`src/hdl/tile_status_pkg.sv`:
```
// constants for the tile control and status register group
`default_nettype none
package tile_status_pkg;
   // register numbers
   localparam logic [7:0] REG_TILE_CONTROL   = 8'h02;
   localparam logic [7:0] REG_BOOT_STATUS    = 8'h03;
   localparam logic [7:0] REG_SECURITY       = 8'h05;
   localparam logic [7:0] REG_OSC_RUN        = 8'h06;
   localparam logic [7:0] REG_TILE_CELL_CNT  = 8'h07;
   localparam logic [7:0] REG_TILE_WIRE_CNT  = 8'h08;
   localparam logic [7:0] REG_PERIPH_CELL_CNT = 8'h09;
   localparam logic [7:0] REG_PERIPH_WIRE_CNT = 8'h0a;
   // tile control fields
   localparam int TC_DELAY_LSB   = 18;
   localparam int TC_DIV_LSB     = 9;
   localparam int TC_PORT_EN_BIT = 8;
   localparam int TC_DYN_BIT     = 5;
   localparam int TC_DIV_EN_BIT  = 4;
   localparam logic [31:0] TC_WRITE_MASK = 32'h03ff_ff30;
   localparam logic [31:0] TC_RESET      = 32'h0000_0000;
   // boot status fields
   localparam int BS_PROC_LSB    = 16;
   localparam int BS_SECBOOT_BIT = 8;
   localparam int BS_CORE1_BIT   = 5;
   localparam int BS_NOPOLL_BIT  = 4;
   localparam int BS_RAM_BIT     = 3;
   localparam int BS_JTAG_BIT    = 2;
   // security fields
   localparam int SC_LOCK_BIT      = 31;
   localparam int SC_GDBG_BIT      = 14;
   localparam int SC_MASTER_BIT    = 12;
   localparam int SC_SECTOR_LSB    = 8;
   localparam int SC_REDUND_BIT    = 7;
   localparam int SC_SECBOOT_BIT   = 5;
   localparam int SC_JTAGCFG_BIT   = 4;
   localparam int SC_JTAGDBG_BIT   = 0;
   localparam logic [31:0] SC_WRITE_MASK = 32'h8000_5fb1;
   // oscillator control fields
   localparam int OSC_CORE_BIT   = 1;
   localparam int OSC_PERIPH_BIT = 0;
   localparam int OSC_CNT_W      = 16;
endpackage
`default_nettype wire

```
`src/hdl/tile_control_status_regs.sv`:
```
// processor-status register group of one tile
`default_nettype none
// Functional notes
// - tile control bits 25:18 hold transmit data delay in pll cycles, reset zero
// - pll-clocked counter raises tx clock at divider field, drops at half
// - tile control bit 8 enables media ports, reset zero
// - tile control bit 4 enables pll output divider for low power, reset zero
// - bit 5 set divides only while all active threads pause; else always
// - boot status is read-only, processor number in bits 23:16
// - boot status bit 3 ram boot, bit 2 jtag boot, bits 1:0 pll pins
// - boot status bit 5 second core off, bit 4 skip otp polling
// - security register loads copy of otp security word
// - security bit 31 set blocks further software writes to that register
// - security bit 14 blocks global debug access
// - security bit 0 blocks jtag debug tap access
// - bit 12 locks all otp sectors, bits 11:8 each one, bit 7 redundancy
// - security bit 5 forces boot image from otp
// - security bit 4 blocks jtag access to pll and boot registers
// - oscillator control bit 1 runs core, bit 0 peripheral oscillators, reset stopped
// - counter registers show 16-bit value in 15:0, upper bits zero
// - oscillator counters keep counts through system reset
// - registers 7, 8, 9 show tile cell, tile wire, peripheral cell counts
// - oscillators run asynchronous to tile clock, usable as random source
// - register 0x0a shows peripheral wire count, same layout
module tile_control_status_regs
   import tile_status_pkg::*;
#(
   parameter int DELAY_W = 8,
   parameter int DIV_W   = 9
) (
   // clock and reset
   input  wire logic        mclk_i,
   input  wire logic        rst_n_i,
   input  wire logic        pll_clk_en_i,
   // processor-status access
   input  wire logic        ps_write_i,
   input  wire logic        ps_read_i,
   input  wire logic [7:0]  ps_reg_i,
   input  wire logic [31:0] ps_wdata_i,
   output logic      [31:0] ps_rdata_o,
   // boot straps and otp
   input  wire logic [7:0]  proc_number_i,
   input  wire logic [1:0]  boot_pll_pin_levels_i,
   input  wire logic        boot_from_ram_i,
   input  wire logic        boot_from_jtag_i,
   input  wire logic        second_core_powered_off_i,
   input  wire logic        skip_otp_poll_i,
   input  wire logic        otp_word_valid_i,
   input  wire logic [31:0] otp_security_word_i,
   // thread state
   input  wire logic        all_threads_paused_i,
   // ring oscillator raw toggles (asynchronous)
   input  wire logic [3:0]  osc_tick_i,
   // controls out
   output logic             media_tx_clk_o,
   output logic [DELAY_W-1:0] media_tx_delay_o,
   output logic             media_port_enable_o,
   output logic             pll_divide_active_o,
   output logic             core_osc_run_o,
   output logic             periph_osc_run_o,
   // security controls out
   output logic             global_debug_block_o,
   output logic             jtag_debug_block_o,
   output logic             otp_master_lock_o,
   output logic [3:0]       otp_sector_lock_o,
   output logic             otp_redundancy_enable_o,
   output logic             secure_boot_o,
   output logic             jtag_cfg_block_o
);

   // ============================================================
   // register state
   logic [31:0] tile_ctrl_q, tile_ctrl_d;
   logic [31:0] secur_q, secur_d;
   logic [1:0]  osc_run_q, osc_run_d;
   logic [31:0] rdata_q, rdata_d;

   // writes keep only the writable bits of each register
   // otp load wins over a software write in the same cycle
   // the lock bit only stops software, a later otp copy still lands
   // read-only and unknown numbers fall through untouched
   always_comb begin
      tile_ctrl_d = tile_ctrl_q;
      secur_d     = secur_q;
      osc_run_d   = osc_run_q;
      if (otp_word_valid_i) begin
         secur_d = otp_security_word_i & SC_WRITE_MASK;
      end
      if (ps_write_i) begin
         unique case (ps_reg_i)
            REG_TILE_CONTROL: tile_ctrl_d = ps_wdata_i & TC_WRITE_MASK;
            REG_SECURITY: begin
               if (!secur_q[SC_LOCK_BIT] && !otp_word_valid_i) begin
                  secur_d = ps_wdata_i & SC_WRITE_MASK;
               end
            end
            REG_OSC_RUN: begin
               osc_run_d = {ps_wdata_i[OSC_CORE_BIT], ps_wdata_i[OSC_PERIPH_BIT]};
            end
            default: ;
         endcase
      end
   end

   // security reads zero until the otp copy or a software write arrives
   always_ff @(posedge mclk_i) begin
      if (!rst_n_i) begin
         tile_ctrl_q <= TC_RESET;
         secur_q     <= 32'h0000_0000;
         osc_run_q   <= 2'h0;
      end else begin
         tile_ctrl_q <= tile_ctrl_d;
         secur_q     <= secur_d;
         osc_run_q   <= osc_run_d;
      end
   end

   // ============================================================
   // ring oscillator counters, not reset
   // counts hold through system reset; the declared value only seeds
   // them at power up so software never reads an unknown count
   logic [2:0]           tick_sync_q [4];
   logic [2:0]           tick_sync_d [4];
   logic [OSC_CNT_W-1:0] osc_cnt_q   [4] = '{default: '0};
   logic [OSC_CNT_W-1:0] osc_cnt_d   [4];
   logic [3:0]           tick_seen_q, tick_seen_d;

   // lanes 0 and 1 are core oscillators, lanes 2 and 3 peripheral
   function automatic logic lane_run(input int lane, input logic [1:0] run);
      if (lane < 2) begin
         lane_run = run[OSC_CORE_BIT];
      end else begin
         lane_run = run[OSC_PERIPH_BIT];
      end
   endfunction

   // raw toggles cross from the oscillator domains through three stages
   // a level change counts once, after the second and third stages agree;
   // both edges of the raw toggle count
   always_comb begin
      for (int i = 0; i < 4; i++) begin
         tick_sync_d[i] = {tick_sync_q[i][1:0], osc_tick_i[i]};
         tick_seen_d[i] = tick_seen_q[i];
         osc_cnt_d[i]   = osc_cnt_q[i];
         if (tick_sync_q[i][2] == tick_sync_q[i][1]) begin
            tick_seen_d[i] = tick_sync_q[i][2];
            if ((tick_sync_q[i][2] != tick_seen_q[i]) && lane_run(i, osc_run_q)) begin
               osc_cnt_d[i] = osc_cnt_q[i] + 16'h0001;
            end
         end
      end
   end

   always_ff @(posedge mclk_i) begin
      for (int i = 0; i < 4; i++) begin
         tick_sync_q[i] <= tick_sync_d[i];
         osc_cnt_q[i]   <= osc_cnt_d[i];
      end
      tick_seen_q <= tick_seen_d;
   end

   // ============================================================
   // read path
   function automatic logic [31:0] cnt_word(input logic [OSC_CNT_W-1:0] c);
      cnt_word = {16'h0000, c};
   endfunction

   // boot status word: straps straight through, secure boot from security copy
   function automatic logic [31:0] boot_word(input logic [7:0] proc,
                                             input logic       sec_boot,
                                             input logic       core1_off,
                                             input logic       no_poll,
                                             input logic       from_ram,
                                             input logic       from_jtag,
                                             input logic [1:0] pll_pins);
      boot_word                   = 32'h0000_0000;
      boot_word[BS_PROC_LSB +: 8] = proc;
      boot_word[BS_SECBOOT_BIT]   = sec_boot;
      boot_word[BS_CORE1_BIT]     = core1_off;
      boot_word[BS_NOPOLL_BIT]    = no_poll;
      boot_word[BS_RAM_BIT]       = from_ram;
      boot_word[BS_JTAG_BIT]      = from_jtag;
      boot_word[1:0]              = pll_pins;
   endfunction

   // read data is registered and holds until the next read strobe
   // reserved bits and unknown numbers read zero
   // counters are only meaningful once the oscillators have stopped
   always_comb begin
      rdata_d = rdata_q;
      if (ps_read_i) begin
         unique case (ps_reg_i)
            REG_TILE_CONTROL:  rdata_d = tile_ctrl_q;
            REG_BOOT_STATUS:   rdata_d = boot_word(proc_number_i, secur_q[SC_SECBOOT_BIT],
               second_core_powered_off_i, skip_otp_poll_i, boot_from_ram_i,
               boot_from_jtag_i, boot_pll_pin_levels_i);
            REG_SECURITY:        rdata_d = secur_q;
            REG_OSC_RUN:         rdata_d = {30'h0, osc_run_q};
            REG_TILE_CELL_CNT:   rdata_d = cnt_word(osc_cnt_q[0]);
            REG_TILE_WIRE_CNT:   rdata_d = cnt_word(osc_cnt_q[1]);
            REG_PERIPH_CELL_CNT: rdata_d = cnt_word(osc_cnt_q[2]);
            REG_PERIPH_WIRE_CNT: rdata_d = cnt_word(osc_cnt_q[3]);
            default:             rdata_d = 32'h0000_0000;
         endcase
      end
   end

   always_ff @(posedge mclk_i) begin
      if (!rst_n_i) begin
         rdata_q <= 32'h0000_0000;
      end else begin
         rdata_q <= rdata_d;
      end
   end

   // ============================================================
   // media transmit clock divider, stepped on pll enable
   logic [DIV_W-1:0] div_cnt_q, div_cnt_d;
   logic             tx_clk_q, tx_clk_d;
   logic [DIV_W-1:0] div_val;
   logic             div_act_q, div_act_d;
   logic [13:0]      outs_q, outs_d;

   assign div_val = tile_ctrl_q[TC_DIV_LSB +: DIV_W];

   // counter and clock only step on the pll enable pulse; a divider
   // lowered below the count wraps at once instead of running to overflow
   // tx clock high time is half the divided period, rounded by the shift
   always_comb begin
      div_cnt_d = div_cnt_q;
      tx_clk_d  = tx_clk_q;
      if (pll_clk_en_i) begin
         if (div_cnt_q >= div_val) begin
            div_cnt_d = '0;
         end else begin
            div_cnt_d = div_cnt_q + 1'b1;
         end
         if (div_cnt_q == div_val) begin
            tx_clk_d = 1'b1;
         end else if (div_cnt_q == (div_val >> 1)) begin
            tx_clk_d = 1'b0;
         end
      end

      // static mode divides always, dynamic mode only with every thread paused
      div_act_d = tile_ctrl_q[TC_DIV_EN_BIT]
                  && (!tile_ctrl_q[TC_DYN_BIT] || all_threads_paused_i);

      // security and control copies, one cycle behind their registers
      outs_d[13]   = secur_q[SC_GDBG_BIT];
      outs_d[12]   = secur_q[SC_JTAGDBG_BIT];
      outs_d[11]   = secur_q[SC_MASTER_BIT];
      outs_d[10:7] = secur_q[SC_SECTOR_LSB +: 4];
      outs_d[6]    = secur_q[SC_REDUND_BIT];
      outs_d[5]    = secur_q[SC_SECBOOT_BIT];
      outs_d[4]    = secur_q[SC_JTAGCFG_BIT];
      outs_d[3]    = tile_ctrl_q[TC_PORT_EN_BIT];
      outs_d[2]    = osc_run_q[OSC_CORE_BIT];
      outs_d[1]    = osc_run_q[OSC_PERIPH_BIT];
      outs_d[0]    = 1'b0;
   end

   always_ff @(posedge mclk_i) begin
      if (!rst_n_i) begin
         div_cnt_q <= '0;
         tx_clk_q  <= 1'b0;
         div_act_q <= 1'b0;
         outs_q    <= 14'h0000;
      end else begin
         div_cnt_q <= div_cnt_d;
         tx_clk_q  <= tx_clk_d;
         div_act_q <= div_act_d;
         outs_q    <= outs_d;
      end
   end

   // ============================================================
   // outputs
   // every output is a flop or a fixed slice of one
   // the delay field drives straight from the tile control register
   assign ps_rdata_o              = rdata_q;
   assign media_tx_clk_o          = tx_clk_q;
   assign media_tx_delay_o        = tile_ctrl_q[TC_DELAY_LSB +: DELAY_W];
   assign pll_divide_active_o     = div_act_q;
   assign global_debug_block_o    = outs_q[13];
   assign jtag_debug_block_o      = outs_q[12];
   assign otp_master_lock_o       = outs_q[11];
   assign otp_sector_lock_o       = outs_q[10:7];
   assign otp_redundancy_enable_o = outs_q[6];
   assign secure_boot_o           = outs_q[5];
   assign jtag_cfg_block_o        = outs_q[4];
   assign media_port_enable_o     = outs_q[3];
   assign core_osc_run_o          = outs_q[2];
   assign periph_osc_run_o        = outs_q[1];

endmodule
`default_nettype wire

```
`config.mk`:
```
export PLATFORM = sky130hd
export DESIGN_NAME = tile_control_status_regs
export DESIGN_NICKNAME = d
export VERILOG_FILES = /design/src/hdl/tile_status_pkg.sv /design/src/hdl/tile_control_status_regs.sv
export SDC_FILE = /design/constraint.sdc
export NUM_CORES = 1
export LEC_CHECK = 0
export BUFFER_PORTS_ARGS = -buffer_cell sky130_fd_sc_hd__buf_2
export CAP_MARGIN = 20
export CORE_ASPECT_RATIO = 0.6
export CORE_UTILIZATION = 55
export CTS_BUF_LIST = sky130_fd_sc_hd__clkbuf_16
export CTS_CLUSTER_SIZE = 30
export DETAILED_ROUTE_END_ITERATION = 6
export HOLD_SLACK_MARGIN = 0.02
export PLACE_DENSITY_LB_ADDON = 0.3
export SLEW_MARGIN = 40
export SYNTH_ARGS = -nofsm -noshare
export SYNTH_HDL_FRONTEND = slang
export SYNTH_SLANG_ARGS = --single-unit
```
`constraint.sdc`:
```
create_clock -name mclk_i -period 2.4 [get_ports mclk_i]
set_input_delay 0.48 -clock mclk_i [delete_from_list [all_inputs] [get_ports mclk_i]]
set_output_delay 0.48 -clock mclk_i [all_outputs]
set_load 0.005 [all_outputs]
```
* Yosys cells after proc, flatten, opt, wreduce, memory -nomap -nowiden
Memory sizes are Yosys's and may differ from the RTL's. Index checks and enable logic that the tools add are counted.
Storage, ports and cells: register bits 114, RAM bits 76, input port bits 97, output and inout bits 55, word-level logic and storage cells 72, memories 2
Operators by class: add/sub/neg operators 5, magnitude comparators 1, eq/ne operators 18, muxes and demuxes 20, reduce and logical (&&, ||, !) cells 14
Memory list:
- osc_cnt_q | words 4, width 16, read ports 4, clocked after Yosys merged registers in 0, write ports 4, RTL line tile_control_status_regs.sv:124 | logic [OSC_CNT_W-1:0] osc_cnt_q [4] = '{default: '0};
- tick_sync_q | words 4, width 3, read ports 4, clocked after Yosys merged registers in 0, write ports 4, RTL line tile_control_status_regs.sv:122 | logic [2:0] tick_sync_q [4];
Operator list (count):
- case mux 32 bit (8 select lines) | 1
- two-way mux 16 bit | 8
- two-way mux 32 bit | 4
- adder 16 x 1 -> 16 bit, second input constant | 4
- equality test 8 x 3 -> 1 bit, second input constant | 3
- equality test 8 x 4 -> 1 bit, second input constant | 3
- equality test 8 x 2 -> 1 bit, second input constant | 2
- adder 9 x 1 -> 9 bit, second input constant | 1
- equality test 9 x 8 -> 1 bit | 1
- equality test 9 bit | 1
- greater-or-equal comparator 9 bit | 1
- two-way mux 9 bit | 1
- logical AND 1 bit | 6
- two-way mux 1 bit | 6
- AND reduction 2 bit | 3
- equality test 1 bit | 4
- != test 1 bit | 4
- zero test 1 bit | 3
- nonzero test 2 bit | 1
- logical OR 1 bit | 1

* Longest topological paths before layout
Gate-level depths: netlist of run 1. An unclocked memory read counts as a cell.
depth in word-level cells 6, gate-level depth with buffers 8, mapped depth without buffers 7

* Worst setup path before layout of run 1
OpenSTA, ideal clock, no wires.
path kind register to register, start register tile_ctrl_q[11], end register div_cnt_q[3], library setup time 0.065 ns, data arrival time 1.694 ns, data required time 2.335 ns, slack 0.641 ns, stages on the path, launching flop included 8, buffers on the path 0, clock period less this slack 1.759 ns, cells stage by stage dfxtp_1 > inv_1 > ha_1 > a21oi_1 > o21ai_0 > a2111oi_2 > o21ai_1 > nor2_1
On the way: word-level cells in the longest chain between the ends 2
Ends and longest elaborated chain:
- start: declaration | RTL line tile_control_status_regs.sv:73 | logic [31:0] tile_ctrl_q, tile_ctrl_d;
- start signal: assignment | RTL line tile_control_status_regs.sv:112 | tile_ctrl_q <= tile_ctrl_d;
- greater-or-equal comparator 9 bit | RTL line tile_control_status_regs.sv:233 | if (div_cnt_q >= div_val) begin
- two-way mux 9 bit | RTL line tile_control_status_regs.sv:233
- end signal: assignment | RTL line tile_control_status_regs.sv:270 | div_cnt_q <= div_cnt_d;
- end: declaration | RTL line tile_control_status_regs.sv:218 | logic [DIV_W-1:0] div_cnt_q, div_cnt_d;
No other way between the ends. A chain may end at the register's enable or synchronous reset.

* Worst setup path in the final report of run 1
start register tile_ctrl_q[13], end register div_cnt_q[3]
The elaborated chain is that of the path after synthesis.

==> results of run 1 <==
==> state kept, by name, summed over array words and instances (netlist names), 4 cells and up <==
name	cells
div_cnt_q	9
osc_cnt_q	64
outs_q	13
ps_rdata_o	32
secur_q	32
tick_seen_q	4
tick_sync_q	12
tile_ctrl_q	20
==> critical path: stages, from the launching register on <==
cell       delay [ns]
dfxtp_1          0.42
inv_1            0.07
ha_1             0.33
a21oi_1          0.14
o21ai_0          0.12
a2111oi_2        0.59
o21ai_1          0.26
nor2_1           0.15
==> cells in the mapped netlist, types with 4 or more instances <==
| library cell | n |
|---|---|
| a211oi_2 | 10 |
| a21boi_0 | 11 |
| a21oi_1 | 32 |
| a222oi_1 | 4 |
| a22o_1 | 18 |
| a22oi_1 | 23 |
| a32o_1 | 7 |
| a32oi_1 | 4 |
| and2_1 | 43 |
| and3_1 | 16 |
| and4_1 | 6 |
| buf_2 | 13 |
| buf_4 | 12 |
| clkbuf_1 | 21 |
| dfxtp_1 | 122 |
| edfxtp_1 | 68 |
| ha_1 | 14 |
| inv_1 | 21 |
| mux2_2 | 4 |
| mux2i_1 | 17 |
| nand2_1 | 120 |
| nand3_1 | 32 |
| nand4_1 | 15 |
| nor2_1 | 44 |
| nor2b_1 | 11 |
| nor3_1 | 4 |
| o21ai_0 | 36 |
| xnor2_1 | 49 |
| xor2_1 | 25 |
==> final cells by class <==
type / instances / area share (%)
Multi-Input combinational cell: 587 / 37.6
Sequential cell: 190 / 44.1
Tap cell: 203 / 2.50
Clock inverter: 15 / 1.77
Clock buffer: 17 / 4.18
Inverter: 23 / 0.849
Timing Repair Buffer: 158 / 9.03
==> stage by stage <==
| step | hold slack, ns | instance area [µm²] | power [mW] | setup slack (ns) |
|---|---|---|---|---|
| after global placement | 0.311 | 9570 | 3.75 | 0.273 |
| final | 0.144 | 10200 | 6.58 | 0.257 |
| after CTS | 0.139 | 10200 | 6.59 | 0.276 |
| after global routing | 0.132 | 10200 | 6.76 | 0.151 |
| after floorplan | 0.310 | 8640 | 3.60 | 0.641 |
| after detailed placement | 0.314 | 9570 | 3.76 | 0.245 |
==> logic make-up after synthesis <==
group | Yosys count | synth area share [%]
compound gates | 175 | 14.8
xor+xnor | 74 | 7.50
fa+ha+maj | 14 | 2.03
buf+inv | 73 | 4.00
flops | 190 | 51.9
mux | 21 | 2.49
simple gates | 303 | 17.3
==> worst paths after layout <==
kind,slack [ns],cells after the start,to
setup / recovery,0.26,7,div_cnt_q[3]$_SDFFE_PN0P_
hold / removal,0.14,1,tick_sync_q[1][0]$_DFF_P_
setup reg to reg,0.26,7,div_cnt_q[3]$_SDFFE_PN0P_
hold reg to reg,0.33,0,tick_sync_q[2][1]$_DFF_P_
==> power by group <==
group / total, mW / leakage, nW / internal [mW] / switching, mW
registers: 3.37 / 1.62 / 3.35 / 0.0275
clock network: 2.89 / 0.294 / 1.50 / 1.39
logic: 0.323 / 2.07 / 0.139 / 0.184
total: 6.58 / 3.98 / 4.98 / 1.60
==> metal layers <==
metal  up-vias  wire, µm  track usage [%]  part of all wire [%]
met5         -         0                0                     0
met4         0       245             7.12                   1.1
met3        26      2730             9.34                    12
met2       364      9220             39.1                    40
met1      3340     10900             44.7                    47
li1       3270         -                -                     -
==> run_results.csv, run 1 <==
group,metric,value,unit
run_status,status,"finished, final reports clean",
clock_network,post_cts_buffers,0,
die,dieArea,0.0162,mm²
yosys,synth_edf_count,68,
route,via_per_inst,5.87,
grt,antenna_found_initial,0,
timing,rsz0062_at_grt,"false",
yosys,yosys-top-cells-area,"dfxtp_1, edfxtp_1, nand2_1, xnor2_1, and2_1",
grt,grtUsageTotal,29.2,%
yosys,ys.flop_type,"dfxtp_1",
clock_network,cts_made_buffers,17,
die,fp.dieH,99.1,µm
final_layout,fin_nets,1088,
yosys,synth_seq_area_share,51.9,%
setup_path,path_max_fanout,6,
clock_network,root_buffer,"clkbuf_16",
yosys,synth_cell_types,62,
clock_network,clkLatencyLatePin,0.44,ns
yosys,synth-seq-cells,190,
final_layout,final_cell_mix,"dfxtp_1, buf_2, nand2_1",
yosys,synth_top_cell_area_share,28.3,%
setup_path,end_kind,"register",
pwr,peakVddDrop,502,µV
pwr,p_leak,3.98,nW
run,cap_violations,0,
yosys,synth_top_area_cell,"dfxtp_1",
placement,dp_hpwl,16800,µm
die,initial_utilization,56.4,%
yosys,synth_area,0.00864,mm²
setup_path,start_kind,"register",
final_layout,multi_input_area,0.00382,mm²
setup_path,reg2reg_from,"tile_ctrl_q[13]$_SDFFE_PN0P_",
grt,grt_pass1_wl,35100,µm
grt,grt_max_degree,37,
timing,hold_viol,0,
timing,period_share,89.3,%
clock_network,ctsHtreeMaxLevel,4,
timing,skew,0.0125,ns
setup_path,crit_arrival,2.51,ns
placement,placedCellCount,1161,
route,first_pass_iters,5,
final_layout,drive_above_1_share,21.4,%
pwr,power_density,647,mW/mm²
grt,grt_pass1_vias,6255,
die,io_pins,152,
final_layout,final_core_util,66.4,%
setup_path,critical_path_class,"register to register",
clock_network,cts_resized,0,
clock_network,cts.reportedPaths.clkPinSlew,0.08,ns
final_layout,finalNonFillerCells,1193,
route,drc,0,
route,wirelength,23100,µm
yosys,ys.warnings.count,0,
clock_network,clk_path_buf_depth,2,
final_layout,fillers,1260,
clock_network,cts_hold_buf,0,
setup_path,worstPathRequired,2.77,ns
route,drtIter0Drc,756,
yosys,synthCells,850,
setup_path,crit_start,"tile_ctrl_q[13]$_SDFFE_PN0P_",
route,via_count,7000,
final_layout,synthToLayoutAreaGrowth,17.8,%
clock_network,tritoncts,"yes",
die,rows,35,
hold_path,hold_path_class,"primary input to register",
yosys,synthArstFlopShare,0,%
die,coreArea,0.0153,mm²
placement,gp_congestion,0.885,
timing,fmax,467,MHz
final_layout,diodes,0,
timing,setup_viol,0,
timing,period_needed,2.14,ns
timing,fin_tns_setup,0,ns
yosys,avgSynthCellArea,10.2,µm²
route,antenna_left,0,
grt,grt-ovfl-total,0,
timing,max_slew_margin,52.1,%
route,wire_per_inst,19.3,µm
yosys,synth_fp_nets,961,
timing,slew_violations,0,
hold_path,min-delay-start,"osc_tick_i[1]",
timing,tightestPinTransition,0.718,ns
clock_network,clock_sinks,190,
die,die_w,164,µm
final_layout,register_area,0.00448,mm²
placement,numPortBuffers,122,
No activity file was read; power rests on OpenSTA's default activity.
==> run 2, diff against run 1 <==
--- a/config.mk
+++ b/config.mk
@@ -6,10 +6,10 @@
 export NUM_CORES = 1
 export LEC_CHECK = 0
 export BUFFER_PORTS_ARGS = -buffer_cell sky130_fd_sc_hd__buf_2
-export CAP_MARGIN = 20
 export CORE_ASPECT_RATIO = 0.6
-export CORE_UTILIZATION = 55
+export CORE_UTILIZATION = 50
 export CTS_BUF_LIST = sky130_fd_sc_hd__clkbuf_16
+export CTS_CLUSTER_DIAMETER = 80
 export CTS_CLUSTER_SIZE = 30
 export DETAILED_ROUTE_END_ITERATION = 6
 export HOLD_SLACK_MARGIN = 0.02
==> run 2 against run 1 <==
  * Critical path depth unchanged
  * Routed wire length rose by 1.4%
  * Utilization down 5.0 points
  * Clock power is essentially flat
  * Critical endpoint is now div_cnt_q[2]$_SDFFE_PN0P_
  * Largest cell class unchanged
  * Largest power group unchanged
  * Highest routed layer unchanged
==> run_results.csv, run 2 (synthesis gave the netlist of run 1 again) <==
group,metric,value,unit
setup_path,crit_arrival,2.47,ns
setup_path,path_max_fanout,4,
setup_path,end_kind,"register",
final_layout,synthToLayoutAreaGrowth,17.7,%
die,rows,36,
grt,grt_pass1_wl,36100,µm
timing,max_slew_margin,53.1,%
route,via_count,6997,
route,wire_per_inst,19.2,µm
timing,slew_violations,0,
die,io_pins,152,
placement,placedCellCount,1184,
route,wirelength,23400,µm
timing,hold_viol,0,
grt,grt_pass1_vias,6390,
pwr,peakVddDrop,486,µV
final_layout,largest_reg_flops,64,
pwr,p_seq_share,51.1,%
final_layout,top_register,"osc_cnt_q",
die,fp.dieH,104,µm
clock_network,clkLatencyLatePin,0.44,ns
clock_network,cts_hold_buf,0,
timing,fmax,475,MHz
timing,rsz0062_at_grt,"false",
grt,antenna_found_initial,0,
run,cap_violations,0,
die,die_w,172,µm
timing,period_share,87.8,%
timing,hold_ws,0.140,ns
final_layout,finalNonFillerCells,1216,
final_layout,fillers,1429,
clock_network,cts_made_buffers,17,
timing,tightestPinTransition,0.703,ns
grt,grt-ovfl-total,0,
final_layout,drive_above_1_share,21.3,%
run_status,status,"finished, final reports clean",
clock_network,post_cts_buffers,0,
pwr,internal_power,4.95,mW
pwr,netSwitchingFraction,25.1,%
pwr,finalPower,6.61,mW
timing,setup_viol,0,
route,drc,0,
clock_network,tritoncts,"yes",
final_layout,diodes,0,
clock_network,cts_resized,0,
route,via_per_inst,5.75,
die,dieArea,0.0178,mm²
final_layout,final_cell_mix,"dfxtp_1, buf_2, nand2_1",
placement,numPortBuffers,122,
timing,fin_tns_setup,0,ns
setup_path,critical_path_class,"register to register",
placement,dp_hpwl,17100,µm
route,first_pass_iters,6,
clock_network,root_buffer,"clkbuf_16",
timing,period_needed,2.11,ns
grt,grtUsageTotal,27.0,%
final_layout,fin_nets,1086,
setup_path,worstPathRequired,2.76,ns
pwr,p_leak,3.96,nW
route,antenna_left,0,
timing,skew,0.0119,ns
hold_path,hold_path_class,"primary input to register",
setup_path,start_kind,"register",
setup_path,timing.reg2reg.worst_path_depth,7,
route,drtIter0Drc,872,
die,coreArea,0.0166,mm²
grt,grt_max_degree,37,
clock_network,clock_sinks,190,
hold_path,holdPathStages,1,
clock_network,cts.reportedPaths.clkPinSlew,0.08,ns
pwr,power_density,650,mW/mm²
die,initial_utilization,52.1,%
pwr,p_sw,1.66,mW
pwr,power.share.clock,44.1,%
pwr,combinationalPowerShare,4.8,%
placement,gp_congestion,0.941,
clock_network,ctsHtreeMaxLevel,4,
clock_network,clk_path_buf_depth,2,
-- run 2: changes by cell type in the layout (fill, tap and decap cells not counted), sizes merged --
cell | before | now
bufinv | 1 | 0
buf | 158 | 156
clkinv | 9 | 6
clkbuf | 17 | 18
inv | 27 | 30
-- run 2: layout make-up --
class                      instances  area (µm²)  area share (%)
inverter                          23        86.3           0.849
clock buffer                      18         450            4.43
tap                              228         285            2.81
sequential                       190        4480            44.1
multi-input combinational        587        3820            37.6
timing repair buffer             156         878            8.64
clock inverter                    14         159            1.56
-- run 2: per-layer routing --
layer	part of all wire [%]	vias to the layer above	GRT usage, %	wire (µm)
met1	49	3336	43.3	11400
met3	12	19	7.37	2700
met4	0.89	0	4.85	209
li1	-	3283	-	-
met2	39	359	35.4	9140
met5	0	-	0	0
-- run 2: stage by stage --
step / util, % / setup slack, ns / instance area [µm²]
3_5_place_dp: 57.7 / 0.180 / 9560
2_1_floorplan: - / 0.641 / 8640
3_3_place_gp: 57.7 / 0.200 / 9560
6_report: 61.3 / 0.293 / 10200
5_1_grt: 61.3 / 0.151 / 10200
4_1_cts: 61.3 / 0.300 / 10200
-- run 2: path summary, 6_finish.rpt --
kind / start / slack, ns / endpoint
min: osc_tick_i[1] / 0.14 / tick_sync_q[1][0]$_DFF_P_
max: tile_ctrl_q[11]$_SDFFE_PN0P_ / 0.29 / div_cnt_q[2]$_SDFFE_PN0P_
max reg2reg: tile_ctrl_q[11]$_SDFFE_PN0P_ / 0.29 / div_cnt_q[2]$_SDFFE_PN0P_
min reg2reg: tick_sync_q[0][0]$_DFF_P_ / 0.33 / tick_sync_q[0][1]$_DFF_P_
-- run 2: critical path, cell delays in order, from the launching register on --
cell	delay [ns]
dfxtp_1	0.41
inv_1	0.08
ha_1	0.32
a21oi_1	0.14
o21ai_0	0.12
a2111oi_2	0.57
o21ai_0	0.20
a21boi_0	0.19
-- run 2: power by group through the flow --
stage	Clock (mW)	Sequential, mW	Combinational [mW]
floorplan	0	3.44	0.164
CTS	2.94	3.37	0.311
detailed placement	0	3.45	0.308
global placement	0	3.45	0.307
global route	3.08	3.38	0.340
finish	2.92	3.37	0.317
